==> src/pkg/ccps_pkg.sv <==
package ccps_pkg;
  // Core clock and master clock rates
  localparam int unsigned CLK_KHZ     = 250000;
  localparam int unsigned NUM_RATES   = 13;
  localparam int unsigned RATE_KHZ [0:12] = '{
    2500, 13000, 15000, 20000, 26000, 30000, 34000,
    41000, 45000, 51000, 55000, 60000, 130000};
  localparam int unsigned RATE_W      = 4;
  localparam int unsigned DIV_W       = 8;
  localparam int unsigned WAKE_CLOCKS = 120;
  localparam int unsigned WAKE_W      = 7;

  // Mode select encoding
  localparam logic [1:0] MODE_SSER = 2'h0;
  localparam logic [1:0] MODE_MSER = 2'h1;
  localparam logic [1:0] MODE_SPAR = 2'h2;
  localparam logic [1:0] MODE_SDM  = 2'h3;

  // Register map
  localparam int unsigned ADDR_W     = 8;
  localparam logic [7:0]  REG_CTRL   = 8'h00;
  localparam logic [7:0]  REG_RATE   = 8'h04;
  localparam logic [7:0]  REG_STATUS = 8'h08;
  localparam logic [7:0]  REG_ACCESS = 8'h0C;
  localparam int unsigned CTRL_W          = 4;
  localparam logic [3:0]  CTRL_RESET      = 4'h0;
  localparam int unsigned CTRL_ACTIVE_DONE = 0;
  localparam int unsigned CTRL_KEEP_PORT   = 1;
  localparam int unsigned CTRL_SECURITY    = 2;
  localparam int unsigned CTRL_WAIT_DONE   = 3;
  localparam logic [3:0]  RATE_RESET      = 4'h0;
  localparam logic [1:0]  RESP_OKAY   = 2'h0;
  localparam logic [1:0]  RESP_SLVERR = 2'h2;

  typedef enum logic [7:0] {
    ST_INIT       = 8'h01,
    ST_WAIT_INIT_ERROR_N = 8'h02,
    ST_FLASH_WAIT = 8'h04,
    ST_LOAD       = 8'h08,
    ST_CRC_ERR    = 8'h10,
    ST_WAKE       = 8'h20,
    ST_USER       = 8'h40,
    ST_BLOCKED    = 8'h80
  } ccps_state_t;

  // Half period in core clocks, rounded up so the rate is never exceeded
  function automatic logic [7:0] ccps_half_cnt(input logic [3:0] idx);
    int unsigned r;
    int unsigned q;
    r = (idx < NUM_RATES) ? RATE_KHZ[idx] : RATE_KHZ[0];
    q = (CLK_KHZ + 2 * r - 1) / (2 * r);
    if (q < 1) begin
      q = 1;
    end
    return q[7:0];
  endfunction : ccps_half_cnt
endpackage : ccps_pkg

==> src/design/ccps_sync.sv <==
module ccps_sync #(
  parameter int unsigned W = 1
) (
  input  wire logic         clk_i,
  input  wire logic         rst_i,
  input  wire logic [W-1:0] d_i,
  output logic      [W-1:0] q_o
);
  logic [W-1:0] meta;

  // First stage feeds only the second stage
  always_ff @(posedge clk_i or posedge rst_i) begin
    if (rst_i) begin
      meta <= '0;
      q_o  <= '0;
    end else begin
      meta <= d_i;
      q_o  <= meta;
    end
  end
endmodule : ccps_sync

==> src/design/ccps_clkdiv.sv <==
module ccps_clkdiv (
  input  wire logic                            clk_i,
  input  wire logic                            rst_i,
  input  wire logic [ccps_pkg::RATE_W-1:0]     rate_i,
  output logic                                 clk_o,
  output logic                                 rise_o
);
  logic [ccps_pkg::DIV_W-1:0] cnt;
  logic [ccps_pkg::DIV_W-1:0] half;
  logic [ccps_pkg::DIV_W-1:0] next_cnt;
  logic [ccps_pkg::DIV_W-1:0] next_half;
  logic                       next_clk;
  logic                       next_rise;

  always_comb begin
    next_cnt  = cnt - 1'b1;
    next_half = half;
    next_clk  = clk_o;
    next_rise = 1'b0;
    if (cnt <= 1) begin
      next_clk  = ~clk_o;
      next_rise = ~clk_o;
      next_cnt  = half;
      // New rate taken only at the end of a full period, so no runt pulse
      if (clk_o) begin
        next_half = ccps_pkg::ccps_half_cnt(rate_i); // [RULE_17]
        next_cnt  = next_half;
      end
    end
  end

  always_ff @(posedge clk_i or posedge rst_i) begin
    if (rst_i) begin
      cnt    <= 8'h01;
      half   <= 8'h01;
      clk_o  <= 1'b0;
      rise_o <= 1'b0;
    end else begin
      cnt    <= next_cnt;
      half   <= next_half;
      clk_o  <= next_clk;
      rise_o <= next_rise;
    end
  end
endmodule : ccps_clkdiv

==> src/design/ccps_top.sv <==
// How it works
// RULE_01 - Program request falling edge restarts configuration
// RULE_02 - Program request ignored while JTAG holds device
// RULE_03 - Mode pins pick external port or flash
// RULE_04 - Unprogrammed flash: wait for flash, request high
// RULE_05 - Init pin low during SRAM clear, then released
// RULE_06 - External low on init pin delays loading
// RULE_07 - CRC mismatch: init low, done low, no wake
// RULE_08 - Loading from flash drives init pin low always
// RULE_09 - Flash programming: init pin flags errors only
// RULE_10 - Background flash error leaves user design running
// RULE_11 - Done pin low while configuring, done bit clear
// RULE_12 - Done released or driven once conditions met
// RULE_13 - External low on done pin can hold wake
// RULE_14 - JTAG configuration: boundary cell drives done pin
// RULE_15 - Config clock pin output only in master mode
// RULE_16 - Master clock runs 120 cycles after wake
// RULE_17 - Master clock starts slow, switches without glitches
// RULE_18 - Thirteen selectable master clock rates by parameter
// RULE_19 - Port kept in user mode only with keep-port
// RULE_20 - Flash access refused in non-flash modes
// RULE_21 - SRAM readback refused in serial modes
// RULE_22 - Readback disabled by the security bit
// RULE_23 - Mode encoding: serial, master, parallel, flash
// RULE_24 - Pin inputs synchronised before any use
//
// Local design decisions: the AXI4-Lite slave port and the address map.
module ccps_top (
  input  wire logic                        clk_i,
  input  wire logic                        rst_i,
  input  wire logic [ccps_pkg::ADDR_W-1:0] s_axi_awaddr,
  input  wire logic                        s_axi_awvalid,
  output logic                             s_axi_awready,
  input  wire logic [31:0]                 s_axi_wdata,
  input  wire logic [3:0]                  s_axi_wstrb,
  input  wire logic                        s_axi_wvalid,
  output logic                             s_axi_wready,
  output logic [1:0]                       s_axi_bresp,
  output logic                             s_axi_bvalid,
  input  wire logic                        s_axi_bready,
  input  wire logic [ccps_pkg::ADDR_W-1:0] s_axi_araddr,
  input  wire logic                        s_axi_arvalid,
  output logic                             s_axi_arready,
  output logic [31:0]                      s_axi_rdata,
  output logic [1:0]                       s_axi_rresp,
  output logic                             s_axi_rvalid,
  input  wire logic                        s_axi_rready,
  input  wire logic [1:0]                  mode_select_i,
  input  wire logic                        program_request_n_i,
  input  wire logic                        init_error_n_i,
  output logic                             init_error_n_o,
  output logic                             init_error_n_oe_o,
  input  wire logic                        done_pin_i,
  output logic                             done_pin_o,
  output logic                             done_pin_oe_o,
  input  wire logic                        config_clock_pin_i,
  output logic                             config_clock_pin_o,
  output logic                             config_clock_pin_oe_o,
  input  wire logic                        jtag_active_i,
  input  wire logic                        done_bscan_i,
  input  wire logic                        sram_init_done_i,
  input  wire logic                        load_done_i,
  input  wire logic                        crc_error_i,
  input  wire logic                        flash_programmed_i,
  input  wire logic                        flash_prog_active_i,
  input  wire logic                        flash_error_i,
  output logic                             load_from_flash_o,
  output logic                             user_mode_o,
  output logic                             slave_clock_edge_o,
  output logic                             config_port_ok_o,
  output logic                             flash_access_ok_o,
  output logic                             readback_ok_o
);
  ccps_pkg::ccps_state_t state;
  ccps_pkg::ccps_state_t next_state;

  logic [4:0] sync_q;
  logic [1:0] mode;
  logic       prog_n;
  logic       init_error_n_in;
  logic       done_in;
  logic       config_clock_pin_in;
  logic       prog_n_d;
  logic       config_clock_pin_d;
  logic       prog_fall;
  logic       self_download_mode;
  logic       master;

  logic [ccps_pkg::CTRL_W-1:0] ctrl;
  logic [ccps_pkg::RATE_W-1:0] rate_param;
  logic [ccps_pkg::RATE_W-1:0] rate_active;
  logic [ccps_pkg::WAKE_W-1:0] wake_cnt;
  logic                        config_clock_pin_run;
  logic                        flash_err;
  logic                        direct_err;
  logic [ccps_pkg::CTRL_W-1:0] next_ctrl;
  logic [ccps_pkg::RATE_W-1:0] next_rate_param;
  logic [ccps_pkg::RATE_W-1:0] next_rate_active;
  logic [ccps_pkg::WAKE_W-1:0] next_wake_cnt;
  logic                        next_config_clock_pin_run;
  logic                        next_flash_err;
  logic                        next_direct_err;
  logic                        mclk;
  logic                        mclk_rise;

  logic        bvalid;
  logic [1:0]  bresp;
  logic        rvalid;
  logic [1:0]  rresp;
  logic [31:0] rdata;
  logic        next_bvalid;
  logic [1:0]  next_bresp;
  logic        next_rvalid;
  logic [1:0]  next_rresp;
  logic [31:0] next_rdata;
  logic        wr_take;
  logic        rd_take;
  logic        rate_wr;

  // Every pin input passes two flops before any use [RULE_24]
  ccps_sync #(
    .W (5)
  ) u_sync (
    .clk_i (clk_i),
    .rst_i (rst_i),
    .d_i   ({mode_select_i, program_request_n_i, init_error_n_i,
             done_pin_i}),
    .q_o   (sync_q)
  );

  ccps_sync #(
    .W (1)
  ) u_sync_config_clock_pin (
    .clk_i (clk_i),
    .rst_i (rst_i),
    .d_i   (config_clock_pin_i),
    .q_o   (config_clock_pin_in)
  );

  ccps_clkdiv u_div (
    .clk_i  (clk_i),
    .rst_i  (rst_i),
    .rate_i (rate_active),
    .clk_o  (mclk),
    .rise_o (mclk_rise)
  );

  assign mode     = sync_q[4:3];
  assign prog_n   = sync_q[2];
  assign init_error_n_in = sync_q[1];
  assign done_in  = sync_q[0];
  assign self_download_mode      = (mode == ccps_pkg::MODE_SDM);    // [RULE_23]
  assign master   = (mode == ccps_pkg::MODE_MSER);   // [RULE_23]

  always_ff @(posedge clk_i or posedge rst_i) begin
    if (rst_i) begin
      // Same as the synchroniser's reset value, so no false fall
      prog_n_d <= 1'b0;
      config_clock_pin_d   <= 1'b0;
    end else begin
      prog_n_d <= prog_n;
      config_clock_pin_d   <= config_clock_pin_in;
    end
  end

  // A fall while JTAG owns the device is dropped, not remembered
  assign prog_fall = prog_n_d & ~prog_n & ~jtag_active_i; // [RULE_01] [RULE_02]

  always_comb begin
    next_state = state;
    case (state)
      ccps_pkg::ST_INIT: begin
        if (sram_init_done_i) begin
          if (self_download_mode) begin
            next_state = direct_err ? ccps_pkg::ST_BLOCKED
                       : flash_programmed_i ? ccps_pkg::ST_LOAD // [RULE_03]
                       : ccps_pkg::ST_FLASH_WAIT;
          end else if (prog_n) begin
            next_state = ccps_pkg::ST_WAIT_INIT_ERROR_N; // [RULE_05]
          end
        end
      end
      ccps_pkg::ST_WAIT_INIT_ERROR_N: begin
        if (init_error_n_in) begin
          next_state = ccps_pkg::ST_LOAD; // [RULE_06]
        end
      end
      ccps_pkg::ST_FLASH_WAIT: begin
        if (direct_err) begin
          next_state = ccps_pkg::ST_BLOCKED; // [RULE_09]
        end else if (flash_programmed_i && prog_n) begin
          next_state = ccps_pkg::ST_LOAD; // [RULE_04]
        end
      end
      ccps_pkg::ST_LOAD: begin
        if (crc_error_i) begin
          next_state = ccps_pkg::ST_CRC_ERR; // [RULE_07]
        end else if (load_done_i) begin
          next_state = ccps_pkg::ST_WAKE;
        end
      end
      ccps_pkg::ST_WAKE: begin
        if (prog_n && (self_download_mode || init_error_n_in) &&
            (!ctrl[ccps_pkg::CTRL_WAIT_DONE] || done_in)) begin
          next_state = ccps_pkg::ST_USER; // [RULE_12] [RULE_13]
        end
      end
      ccps_pkg::ST_CRC_ERR: next_state = ccps_pkg::ST_CRC_ERR;
      ccps_pkg::ST_USER:    next_state = ccps_pkg::ST_USER;
      ccps_pkg::ST_BLOCKED: next_state = ccps_pkg::ST_BLOCKED;
      default:              next_state = ccps_pkg::ST_INIT;
    endcase
    if (prog_fall) begin
      next_state = ccps_pkg::ST_INIT; // [RULE_01]
    end
  end

  always_ff @(posedge clk_i or posedge rst_i) begin
    if (rst_i) begin
      state <= ccps_pkg::ST_INIT;
    end else begin
      state <= next_state;
    end
  end

  // Control, rate and flash error state
  always_comb begin
    next_ctrl        = ctrl;
    next_rate_param  = rate_param;
    next_rate_active = rate_active;
    next_wake_cnt    = wake_cnt;
    next_config_clock_pin_run    = config_clock_pin_run;
    next_flash_err   = flash_err;
    next_direct_err  = direct_err;
    if (wr_take && s_axi_awaddr == ccps_pkg::REG_CTRL && s_axi_wstrb[0]) begin
      next_ctrl = s_axi_wdata[ccps_pkg::CTRL_W-1:0];
    end
    if (rate_wr) begin
      next_rate_param = s_axi_wdata[ccps_pkg::RATE_W-1:0];
    end
    // Parameter written during loading takes effect at once
    if (rate_wr && state == ccps_pkg::ST_LOAD) begin
      if (s_axi_wdata[ccps_pkg::RATE_W-1:0] < ccps_pkg::NUM_RATES) begin
        next_rate_active = s_axi_wdata[ccps_pkg::RATE_W-1:0]; // [RULE_18]
      end
    end
    if (state == ccps_pkg::ST_USER) begin
      if (mclk_rise && wake_cnt != '0) begin
        next_wake_cnt = wake_cnt - 1'b1; // [RULE_16]
      end
      if (wake_cnt == '0) begin
        next_config_clock_pin_run = 1'b0; // [RULE_16]
      end
    end
    if (flash_prog_active_i && flash_error_i) begin
      next_flash_err = 1'b1; // [RULE_09]
      if (state != ccps_pkg::ST_USER) begin
        next_direct_err = 1'b1; // [RULE_09]
      end
    end
    if (flash_prog_active_i && !flash_error_i && !flash_err) begin
      next_flash_err = 1'b0;
    end
    if (next_state == ccps_pkg::ST_INIT && state != ccps_pkg::ST_INIT) begin
      next_rate_active = ccps_pkg::RATE_RESET; // [RULE_17]
      next_wake_cnt    = ccps_pkg::WAKE_W'(ccps_pkg::WAKE_CLOCKS);
      next_config_clock_pin_run    = 1'b1; // [RULE_16]
      // An error in the same cycle still wins over the clear
      next_flash_err   = flash_prog_active_i & flash_error_i; // [RULE_09]
    end
  end

  always_ff @(posedge clk_i or posedge rst_i) begin
    if (rst_i) begin
      ctrl        <= ccps_pkg::CTRL_RESET;
      rate_param  <= ccps_pkg::RATE_RESET;
      rate_active <= ccps_pkg::RATE_RESET;
      wake_cnt    <= ccps_pkg::WAKE_W'(ccps_pkg::WAKE_CLOCKS);
      config_clock_pin_run    <= 1'b1;
      flash_err   <= 1'b0;
      direct_err  <= 1'b0;
    end else begin
      ctrl        <= next_ctrl;
      rate_param  <= next_rate_param;
      rate_active <= next_rate_active;
      wake_cnt    <= next_wake_cnt;
      config_clock_pin_run    <= next_config_clock_pin_run;
      flash_err   <= next_flash_err;
      direct_err  <= next_direct_err;
    end
  end

  // Pin drivers; init pin only ever pulls low, done pin can drive high
  always_comb begin
    init_error_n_o    = 1'b0;
    init_error_n_oe_o = 1'b0;
    if (state == ccps_pkg::ST_INIT || state == ccps_pkg::ST_CRC_ERR) begin
      init_error_n_oe_o = 1'b1; // [RULE_05] [RULE_07]
    end
    if (self_download_mode && (state == ccps_pkg::ST_LOAD || state == ccps_pkg::ST_WAKE)) begin
      init_error_n_oe_o = 1'b1; // [RULE_08]
    end
    // Flash error only flags the pin; user state is left alone
    if (flash_prog_active_i && flash_err) begin
      init_error_n_oe_o = 1'b1; // [RULE_09] [RULE_10]
    end
  end

  always_comb begin
    done_pin_o    = 1'b0;
    done_pin_oe_o = 1'b0;
    if (jtag_active_i) begin
      done_pin_o    = done_bscan_i; // [RULE_14]
      done_pin_oe_o = 1'b1;
    end else if (state == ccps_pkg::ST_USER ||
                 (state == ccps_pkg::ST_WAKE && prog_n &&
                  (self_download_mode || init_error_n_in))) begin
      done_pin_o    = 1'b1; // [RULE_12]
      done_pin_oe_o = ctrl[ccps_pkg::CTRL_ACTIVE_DONE];
    end else begin
      done_pin_oe_o = 1'b1; // [RULE_11]
    end
  end

  // Pin stays an input outside master mode or once the run ends
  assign config_clock_pin_o    = mclk; // [RULE_15]
  assign config_clock_pin_oe_o = master & config_clock_pin_run; // [RULE_15] [RULE_16]
  assign slave_clock_edge_o    = ~master & config_clock_pin_in & ~config_clock_pin_d;
  assign load_from_flash_o     = self_download_mode & (state == ccps_pkg::ST_LOAD);
  assign user_mode_o           = (state == ccps_pkg::ST_USER);
  assign config_port_ok_o      = (state != ccps_pkg::ST_USER) |
                                 ctrl[ccps_pkg::CTRL_KEEP_PORT]; // [RULE_19]
  assign flash_access_ok_o     = self_download_mode & config_port_ok_o; // [RULE_20]
  assign readback_ok_o         = config_port_ok_o &
                                 (mode[1] == 1'b1) & // [RULE_21]
                                 ~ctrl[ccps_pkg::CTRL_SECURITY]; // [RULE_22]

  // AXI4-Lite slave: address and data taken together
  assign wr_take       = s_axi_awvalid & s_axi_wvalid & ~bvalid;
  assign rd_take       = s_axi_arvalid & ~rvalid;
  assign rate_wr       = wr_take && s_axi_awaddr == ccps_pkg::REG_RATE &&
                         s_axi_wstrb[0];
  assign s_axi_awready = wr_take;
  assign s_axi_wready  = wr_take;
  assign s_axi_arready = rd_take;
  assign s_axi_bvalid  = bvalid;
  assign s_axi_bresp   = bresp;
  assign s_axi_rvalid  = rvalid;
  assign s_axi_rresp   = rresp;
  assign s_axi_rdata   = rdata;

  always_comb begin
    next_bvalid = bvalid & ~s_axi_bready;
    next_bresp  = bresp;
    next_rvalid = rvalid & ~s_axi_rready;
    next_rresp  = rresp;
    next_rdata  = rdata;
    if (wr_take) begin
      next_bvalid = 1'b1;
      next_bresp  = (s_axi_awaddr == ccps_pkg::REG_CTRL ||
                     s_axi_awaddr == ccps_pkg::REG_RATE)
                    ? ccps_pkg::RESP_OKAY : ccps_pkg::RESP_SLVERR;
    end
    if (rd_take) begin
      next_rvalid = 1'b1;
      next_rresp  = ccps_pkg::RESP_OKAY;
      case (s_axi_araddr)
        ccps_pkg::REG_CTRL:   next_rdata = {28'h0000000, ctrl};
        ccps_pkg::REG_RATE:   next_rdata = {20'h00000, rate_active,
                                            4'h0, rate_param};
        ccps_pkg::REG_STATUS: next_rdata = {16'h0000, direct_err, flash_err,
                                            config_clock_pin_run, jtag_active_i,
                                            mode, init_error_n_in, done_in,
                                            state};
        ccps_pkg::REG_ACCESS: next_rdata = {29'h00000000, readback_ok_o,
                                            flash_access_ok_o,
                                            config_port_ok_o};
        default: begin
          next_rdata = 32'h00000000;
          next_rresp = ccps_pkg::RESP_SLVERR;
        end
      endcase
    end
  end

  always_ff @(posedge clk_i or posedge rst_i) begin
    if (rst_i) begin
      bvalid <= 1'b0;
      bresp  <= ccps_pkg::RESP_OKAY;
      rvalid <= 1'b0;
      rresp  <= ccps_pkg::RESP_OKAY;
      rdata  <= 32'h00000000;
    end else begin
      bvalid <= next_bvalid;
      bresp  <= next_bresp;
      rvalid <= next_rvalid;
      rresp  <= next_rresp;
      rdata  <= next_rdata;
    end
  end
endmodule : ccps_top

==> config.mk <==
export PLATFORM = sky130hd
export DESIGN_NAME = ccps_top
export DESIGN_NICKNAME = d
export VERILOG_FILES = /design/src/pkg/ccps_pkg.sv /design/src/design/ccps_sync.sv /design/src/design/ccps_clkdiv.sv /design/src/design/ccps_top.sv
export SDC_FILE = /design/constraint.sdc
export NUM_CORES = 1
export LEC_CHECK = 0
export ABC_AREA = 0
export BUFFER_PORTS_ARGS = -buffer_cell sky130_fd_sc_hd__clkbuf_2
export CELL_PAD_IN_SITES_DETAIL_PLACEMENT = 0
export CELL_PAD_IN_SITES_GLOBAL_PLACEMENT = 1
export CORE_ASPECT_RATIO = 0.5
export CORE_MARGIN = 5
export CORE_UTILIZATION = 30
export CTS_CLUSTER_SIZE = 30
export DETAILED_ROUTE_END_ITERATION = 8
export PLACE_DENSITY = 0.58
export SYNTH_ARGS = -nofsm -noshare
export SYNTH_HDL_FRONTEND = slang
export SYNTH_SLANG_ARGS = --single-unit
==> constraint.sdc <==
create_clock -name clk_i -period 61.5 [get_ports clk_i]
set_clock_uncertainty 0.1 [all_clocks]
set_input_delay 3.075 -clock clk_i [delete_from_list [all_inputs] [get_ports clk_i]]
set_output_delay 3.075 -clock clk_i [all_outputs]
set_load 0.1 [all_outputs]
Yosys cells after proc, flatten, opt, wreduce, memory -nomap -nowiden
Memory sizes are Yosys's and may differ from the RTL's.
Cells that the tools add are included.
{"block": "word_totals", "reg_bits": 100, "romBits": 512, "input_bits": 73, "output_inout_bits": 53, "wordCells": 163, "memories": 1}
{"name": "(no name shown)", "words": 16, "word_bits": 32, "read_ports": 1, "rd_clocked_by_memory_dff": 0, "write_ports": 0, "line": "ccps_pkg.sv:50", "rtl": "r = (idx < NUM_RATES) ? RATE_KHZ[idx] : RATE_KHZ[0];"}
{"block": "op_classes", "addsub": 4, "n_div": 1, "magnitude_cmp": 5, "eq_ne": 17, "n_mux": 44, "bitwise_logic": 27, "n_reduce_logical": 41}
{"cell": "8-bit 2-to-1 mux", "n": 14}
{"cell": "31-bit 2-to-1 mux", "n": 3}
{"cell": "16-bit case mux with 4 select lines", "n": 1}
{"cell": "8-bit case mux with 8 select lines", "n": 1}
{"cell": "18-bit by 32-bit adder with 32-bit output, first input constant", "n": 1}
{"cell": "32-bit by 32-bit divider with 32-bit output", "n": 1}
{"cell": "32-bit by 1-bit less-than comparator with 1-bit output, second input constant", "n": 1}
{"cell": "32-bit by 1-bit subtractor with 32-bit output, second input constant", "n": 1}
{"cell": "8-bit by 3-bit equality test with 1-bit output, second input constant", "n": 3}
{"cell": "8-bit by 4-bit equality test with 1-bit output, second input constant", "n": 3}
{"cell": "7-bit 2-to-1 mux", "n": 3}
{"cell": "1-bit logical AND", "n": 17}
{"cell": "8-bit by 1-bit equality test with 1-bit output, second input constant", "n": 2}
{"cell": "8-bit logical NOT", "n": 2}
{"cell": "1-bit 2-to-1 mux", "n": 16}
{"cell": "4-bit 2-to-1 mux", "n": 4}
{"cell": "1-bit bitwise AND", "n": 15}
{"cell": "1-bit inverter", "n": 10}
{"cell": "2-bit nonzero test", "n": 5}
{"cell": "8-bit by 2-bit equality test with 1-bit output, second input constant", "n": 1}
{"cell": "8-bit by 5-bit equality test with 1-bit output, second input constant", "n": 1}
{"cell": "8-bit by 6-bit equality test with 1-bit output, second input constant", "n": 1}
{"cell": "8-bit by 7-bit equality test with 1-bit output, second input constant", "n": 1}
{"cell": "8-bit equality test, second input constant", "n": 1}
{"cell": "other kinds (19)", "n": 31}

Longest topological paths before layout
{"block": "depth", "depth_word": 12, "depth_mapped": 348, "depth_no_buf": 302}

By module
From an unflattened synthesis, not the netlist that was laid out.
{"block": "hier_totals", "cells_unflattened": 3781, "area_unflattened_um2": 26681.8}
{"module": "ccps_clkdiv", "n_inst": 1, "cells_each": 3456, "area_per_inst_um2": 23396.2, "seq_area_each_um2": 452.9}
{"module": "ccps_top", "n_inst": 1, "cells_each": 311, "area_per_inst_um2": 2977.9, "seq_area_each_um2": 1308.8}
{"module": "ccps_sync at u_sync", "n_inst": 1, "cells_each": 11, "area_per_inst_um2": 254.0, "seq_area_each_um2": 250.2}
{"module": "ccps_sync at u_sync_config_clock_pin", "n_inst": 1, "cells_each": 3, "area_per_inst_um2": 53.8, "seq_area_each_um2": 50.0}

Worst setup path after synthesis
OpenSTA, ideal clock, no wires.
{"block": "synth_timing", "path_type": "register to register", "from": "register rate_active[1] (netlist bit)", "to": "register u_div.cnt[0] (netlist bit)", "setup_ns": 0.101, "t_arrival_ns": 61.199, "required_time_ns": 61.299, "slack_ns": 0.100, "path_stages_with_launch": 321, "path_buffers": 53, "synth_period_minus_slack_ns": 61.400, "path_cell_list": "dfrtp_1 > buf_2 > inv_1 > ha_1 > nand3b_1 > a21boi_0 > ha_1 > o211ai_1 > nand2_1 > o21ai_1 > or4_1 > buf_6 > or3_1 > inv_1 > ha_1 > a21o_1 > nand4_1 > nand3_1 > [... 285 more ...] > o21ai_0 > nand2b_1 > a21oi_1 > nor2b_1 > o21ai_0 > nand2b_1 > a21oi_1 > nor2b_1 > o21ai_0 > nand2b_1 > a21oi_1 > nor2b_1 > o21ai_0 > nand2b_1 > a2111oi_0 > nand4_1 > a2111oi_2 > a221oi_1"}
{"block": "synth_between", "elab_chain_cells": 12, "elab_cells_between_ends": 13, "classes_between": "add/sub (2); div (1); order compare (2); mux (6); bitwise (1); memory (1)"}
{"element": "start, declared", "line": "ccps_top.sv:91", "rtl": "logic [ccps_pkg::RATE_W-1:0] rate_active;"}
{"element": "start signal, assigned", "line": "ccps_top.sv:277", "rtl": "rate_active <= ccps_pkg::RATE_RESET;"}
{"element": "start signal, assigned", "line": "ccps_top.sv:285", "rtl": "rate_active <= next_rate_active;"}
{"element": "4-bit inverter with 5-bit output (not written as such)", "line": "ccps_pkg.sv:50"}
{"element": "memory read 16 x 32 bit"}
{"element": "31-bit 2-to-1 mux (not written as such) (2 in a row)", "line": "ccps_pkg.sv:50"}
{"element": "31-bit 2-to-1 mux *", "line": "ccps_pkg.sv:50"}
{"element": "18-bit by 32-bit adder with 32-bit output", "line": "ccps_pkg.sv:51", "rtl": "q = (CLK_KHZ + 2 * r - 1) / (2 * r);"}
{"element": "32-bit by 1-bit subtractor with 32-bit output", "line": "ccps_pkg.sv:51"}
{"element": "32-bit by 32-bit divider with 32-bit output *", "line": "ccps_pkg.sv:51"}
{"element": "32-bit by 1-bit less-than comparator with 1-bit output", "line": "ccps_pkg.sv:52", "rtl": "if (q < 1) begin"}
{"element": "8-bit 2-to-1 mux *", "line": "ccps_pkg.sv:52"}
{"element": "8-bit 2-to-1 mux *"}
{"element": "8-bit 2-to-1 mux *", "line": "ccps_clkdiv.sv:20", "rtl": "if (cnt <= 1) begin"}
{"element": "via u_div.next_cnt (one bit)", "line": "ccps_clkdiv.sv:10", "rtl": "logic [ccps_pkg::DIV_W-1:0] next_cnt;"}
{"element": "end signal, assigned", "line": "ccps_clkdiv.sv:39", "rtl": "cnt <= next_cnt;"}
{"element": "end, declared", "line": "ccps_clkdiv.sv:8", "rtl": "logic [ccps_pkg::DIV_W-1:0] cnt;"}
The timed path passes the listed nets; every way through them passes the cells marked *. The select of a mux whose other input is x is not followed.
A chain may end at the register's enable or synchronous reset.

Final worst setup path
Ends and elaborated chain as after synthesis.

==> summary.txt <==
======================================================================================
Outcome ................................................................. complete, no violations
Clock sink count ........................................................           82
Leading cell types by total area after synthesis ........................ ha_1, a21oi_1, dfrtp_1, nor2_1, xnor2_1
H-tree depth reported by CTS ............................................            3
Arr. time, crit path ....................................................     57530 ps
Number of standard-cell rows in the floorplan ...........................           80
Slew of the pin with the lowest slew margin .............................      1220 ps
Synthesis-to-finish area growth .........................................        11.4%
RD Place Congestion .....................................................        0.904
Crit path top cell by count .............................................      a21oi_1
Number of enable flip-flop cells after synthesis ........................            0
Highest attainable clock frequency ......................................     17.4 MHz
Wire length of the first global-routing pass ............................       167 mm
Synth Area per Inst .....................................................    7.01 um^2
Highest net fanout along the worst path .................................           17
Drt first-iter violations ...............................................         2230
Pins Over Slew Limit ....................................................            0
Pre-antenna DRT Iters ...................................................            5
Final global-route overflow total .......................................            0
PortBufs ................................................................           75
Maximum capacitance violations ..........................................            0
Post-Synthesis Cell Area ................................................   28900 um^2
Slew HR .................................................................        17.5%
Fin crit share ..........................................................        93.3%
Mean number of vias per cell ............................................         5.60
Post-detailed-routing wire length .......................................       110 mm
Number of nets in the final layout ......................................         4625
CTS Buf Count ...........................................................            9
Peak per-stage delay on the critical path ...............................       670 ps
Count of vias placed by the detailed router .............................        30900
Master of the slowest instance on the critical path .....................        or4_4
Total setup violations reported at the end of the flow ..................            0
Clock tree from TritonCTS ...............................................          yes
Commonest cells in the netlist .......................................... a21oi_1, nor2_1, nand2_1, ha_1, o21ai_0
Cells after Synth .......................................................         4114
Number of warnings printed during yosys synthesis .......................            0
Kind of capture point of the worst setup path ...........................         flop
Pin count of the biggest net entering global routing ....................           83
Per-cell routed wire length .............................................      20.0 um
DIE WIDTH ...............................................................       449 um
Cell type with the highest aggregate area in the netlist ................         ha_1
Top flip-flop cell by instance count after synthesis ....................      dfrtp_1
Total I/O pin count .....................................................          126
Kind of path behind the tightest hold check .............................      reg2reg
Crit-path leading delay family .......................................... compound AO/OA/AOI/OAI gates
Vias in the first global route ..........................................        28900
Floorplan die height ....................................................       229 um
Core region area ........................................................   95400 um^2
Count of endpoints failing hold in the final timing report ..............            0
Initial standard-cell utilization of the core ...........................        30.2%
Worst path buffer plus inverter count ...................................           25
Skew-Pair Late Insertion Delay ..........................................       340 ps
Clock slew at the register clock pins of the worst setup and hold paths .        70 ps
Final critical delay including setup and external delays ................     57400 ps
Count of cell types in the netlist ......................................          144
Final total negative setup slack ........................................         0 ps
Required time at the worst-slack endpoint ...............................     61630 ps
Longest Clk Path Bufs ...................................................            2
HPWL after DPL ..........................................................      87.1 mm
Total die area ..........................................................  103000 um^2
Ratio of cells with drive above 1 in the final layout ...................        12.5%
Root Buffer Master ......................................................    clkbuf_16
Remaining antenna violation count after routing .........................            0
Sequential-to-total area share from yosys stat ..........................        7.15%
Crit path kind ..........................................................      reg2reg
Global-route usage over all layers ......................................        19.9%
Post-detailed-route DRC marker count ....................................            0
Asr flop ratio synth ....................................................         100%
Share of Yosys cell area claimed by the top area cell type ..............        14.0%
Initial antenna violation count .........................................            0
Sort of element at the start of the critical path .......................         flop
Most frequent cell after synthesis ......................................      a21oi_1
Number of register bits inferred by synthesis ...........................           82
======================================================================================
## path summary, 6_finish.rpt
kind | start | endpoint | slack [ps] | cells after the start
max | rate_active[1] | u_div.cnt[0] | 4100 | 285
min | u_sync.meta[3] | u_sync.q_o[3] | 250 | 0
max reg2reg | rate_active[1] | u_div.cnt[0] | 4100 | 285
min reg2reg | u_sync.meta[3] | u_sync.q_o[3] | 250 | 0
max in group asynchronous | rst_i | rate_active[3] | 57620 | 3
min in group asynchronous | rst_i | u_div.cnt[3] | 2920 | 3
## timing repair
item,in CTS,in global routing
hold buffers,0,0
buffers inserted,0,23
gates resized for setup,0,85
setup endpoints to repair,0,4
## kinds of logic (layout without fill, tap and decap cells)
kind of cell / count (synthesis) / count (layout) / share of synthesized area, %
XOR/XNOR: 304 / 304 / 9.43
flip-flops: 82 / 82 / 7.15
other: 1 / 33 / 0.0130
AO/OA/AOI/OAI: 1426 / 1427 / 33.0
adder cells (fa/ha/maj): 323 / 323 / 14.0
multiplexers: 139 / 139 / 5.35
buffers and inverters: 295 / 381 / 4.38
AND/OR/NAND/NOR: 1544 / 1547 / 26.7
## placed cells by master, fill, tap and decap left out, types with 14 or more instances in the layout
master and n:
dfrtp_1 73, or3_1 47, nand3_1 94, ha_1 317
o2111ai_1 17, a211o_1 14, a31oi_1 42, conb_1 32
nand2_1 371, a211oi_1 24, nand4_1 63, a21oi_1 422
nor2_1 423, nor3_1 124, inv_1 138, and2_1 40
a22o_1 15, nor4_1 42, nand2b_1 79, or2_2 21
o21bai_1 55, a21o_1 130, and3_1 32, mux2i_1 51
clkbuf_2 75, mux2_2 74, buf_4 142, o31ai_1 38
o21a_1 92, o211ai_1 35, o21ai_0 250, xnor2_1 174
nor2b_1 72, xor2_1 123, o21ai_1 37
## worst reg2reg max path: cells and delay by family, from the launching register on
kind | cells | cell delay (ps)
compound gates | 143 | 27720
simple gates | 85 | 14560
fa+ha+maj | 24 | 7970
buf+inv | 25 | 4070
mux | 7 | 2340
flops | 1 | 380
xor+xnor | 1 | 160
## sequential cells by signal (all words and copies together), names as in the netlist, 4 cells and up
register,flops
wake_cnt,7
rate_active,4
state,8
u_div.half,8
rate_param,4
s_axi_rdata,16
u_sync.meta,5
u_div.cnt,8
u_sync.q_o,5
ctrl,4
## area by class of cell
class                   count  area [um^2]
flip-flops and latches     82         2060
inverters                 145          557
fillers                 10400        63300
clock inverters             6         97.6
diodes                      1         2.50
well taps                1271         1590
clock buffers              10          239
multi-input cells        3772        26100
repair buffers            220         1490
## routing by layer
metal	routed length [um]	track usage [%]	up-vias
met4	1400	2.47	0
met2	47800	32.1	608
met1	56600	29.5	14600
met5	0	0	-
li1	-	-	15600
met3	4350	1.59	68
## per-stage QoR
step                setup slack [ps]  cells  utilization [%]  hold slack, ps  cell area (um^2)
finish                          4100   5507             33.7             249             32100
global route                    -211   5506             33.7             255             32100
global placement                 471   5463             32.7             233             31200
floorplan                       99.9   4145                -             231             29000
detailed placement               530   5463             32.7             236             31200
CTS                              329   5479             33.1             251             31500
Power is left out: the tool's default activity adds up to more than one toggle a clock period on the data nets, which glitch-free logic cannot reach.
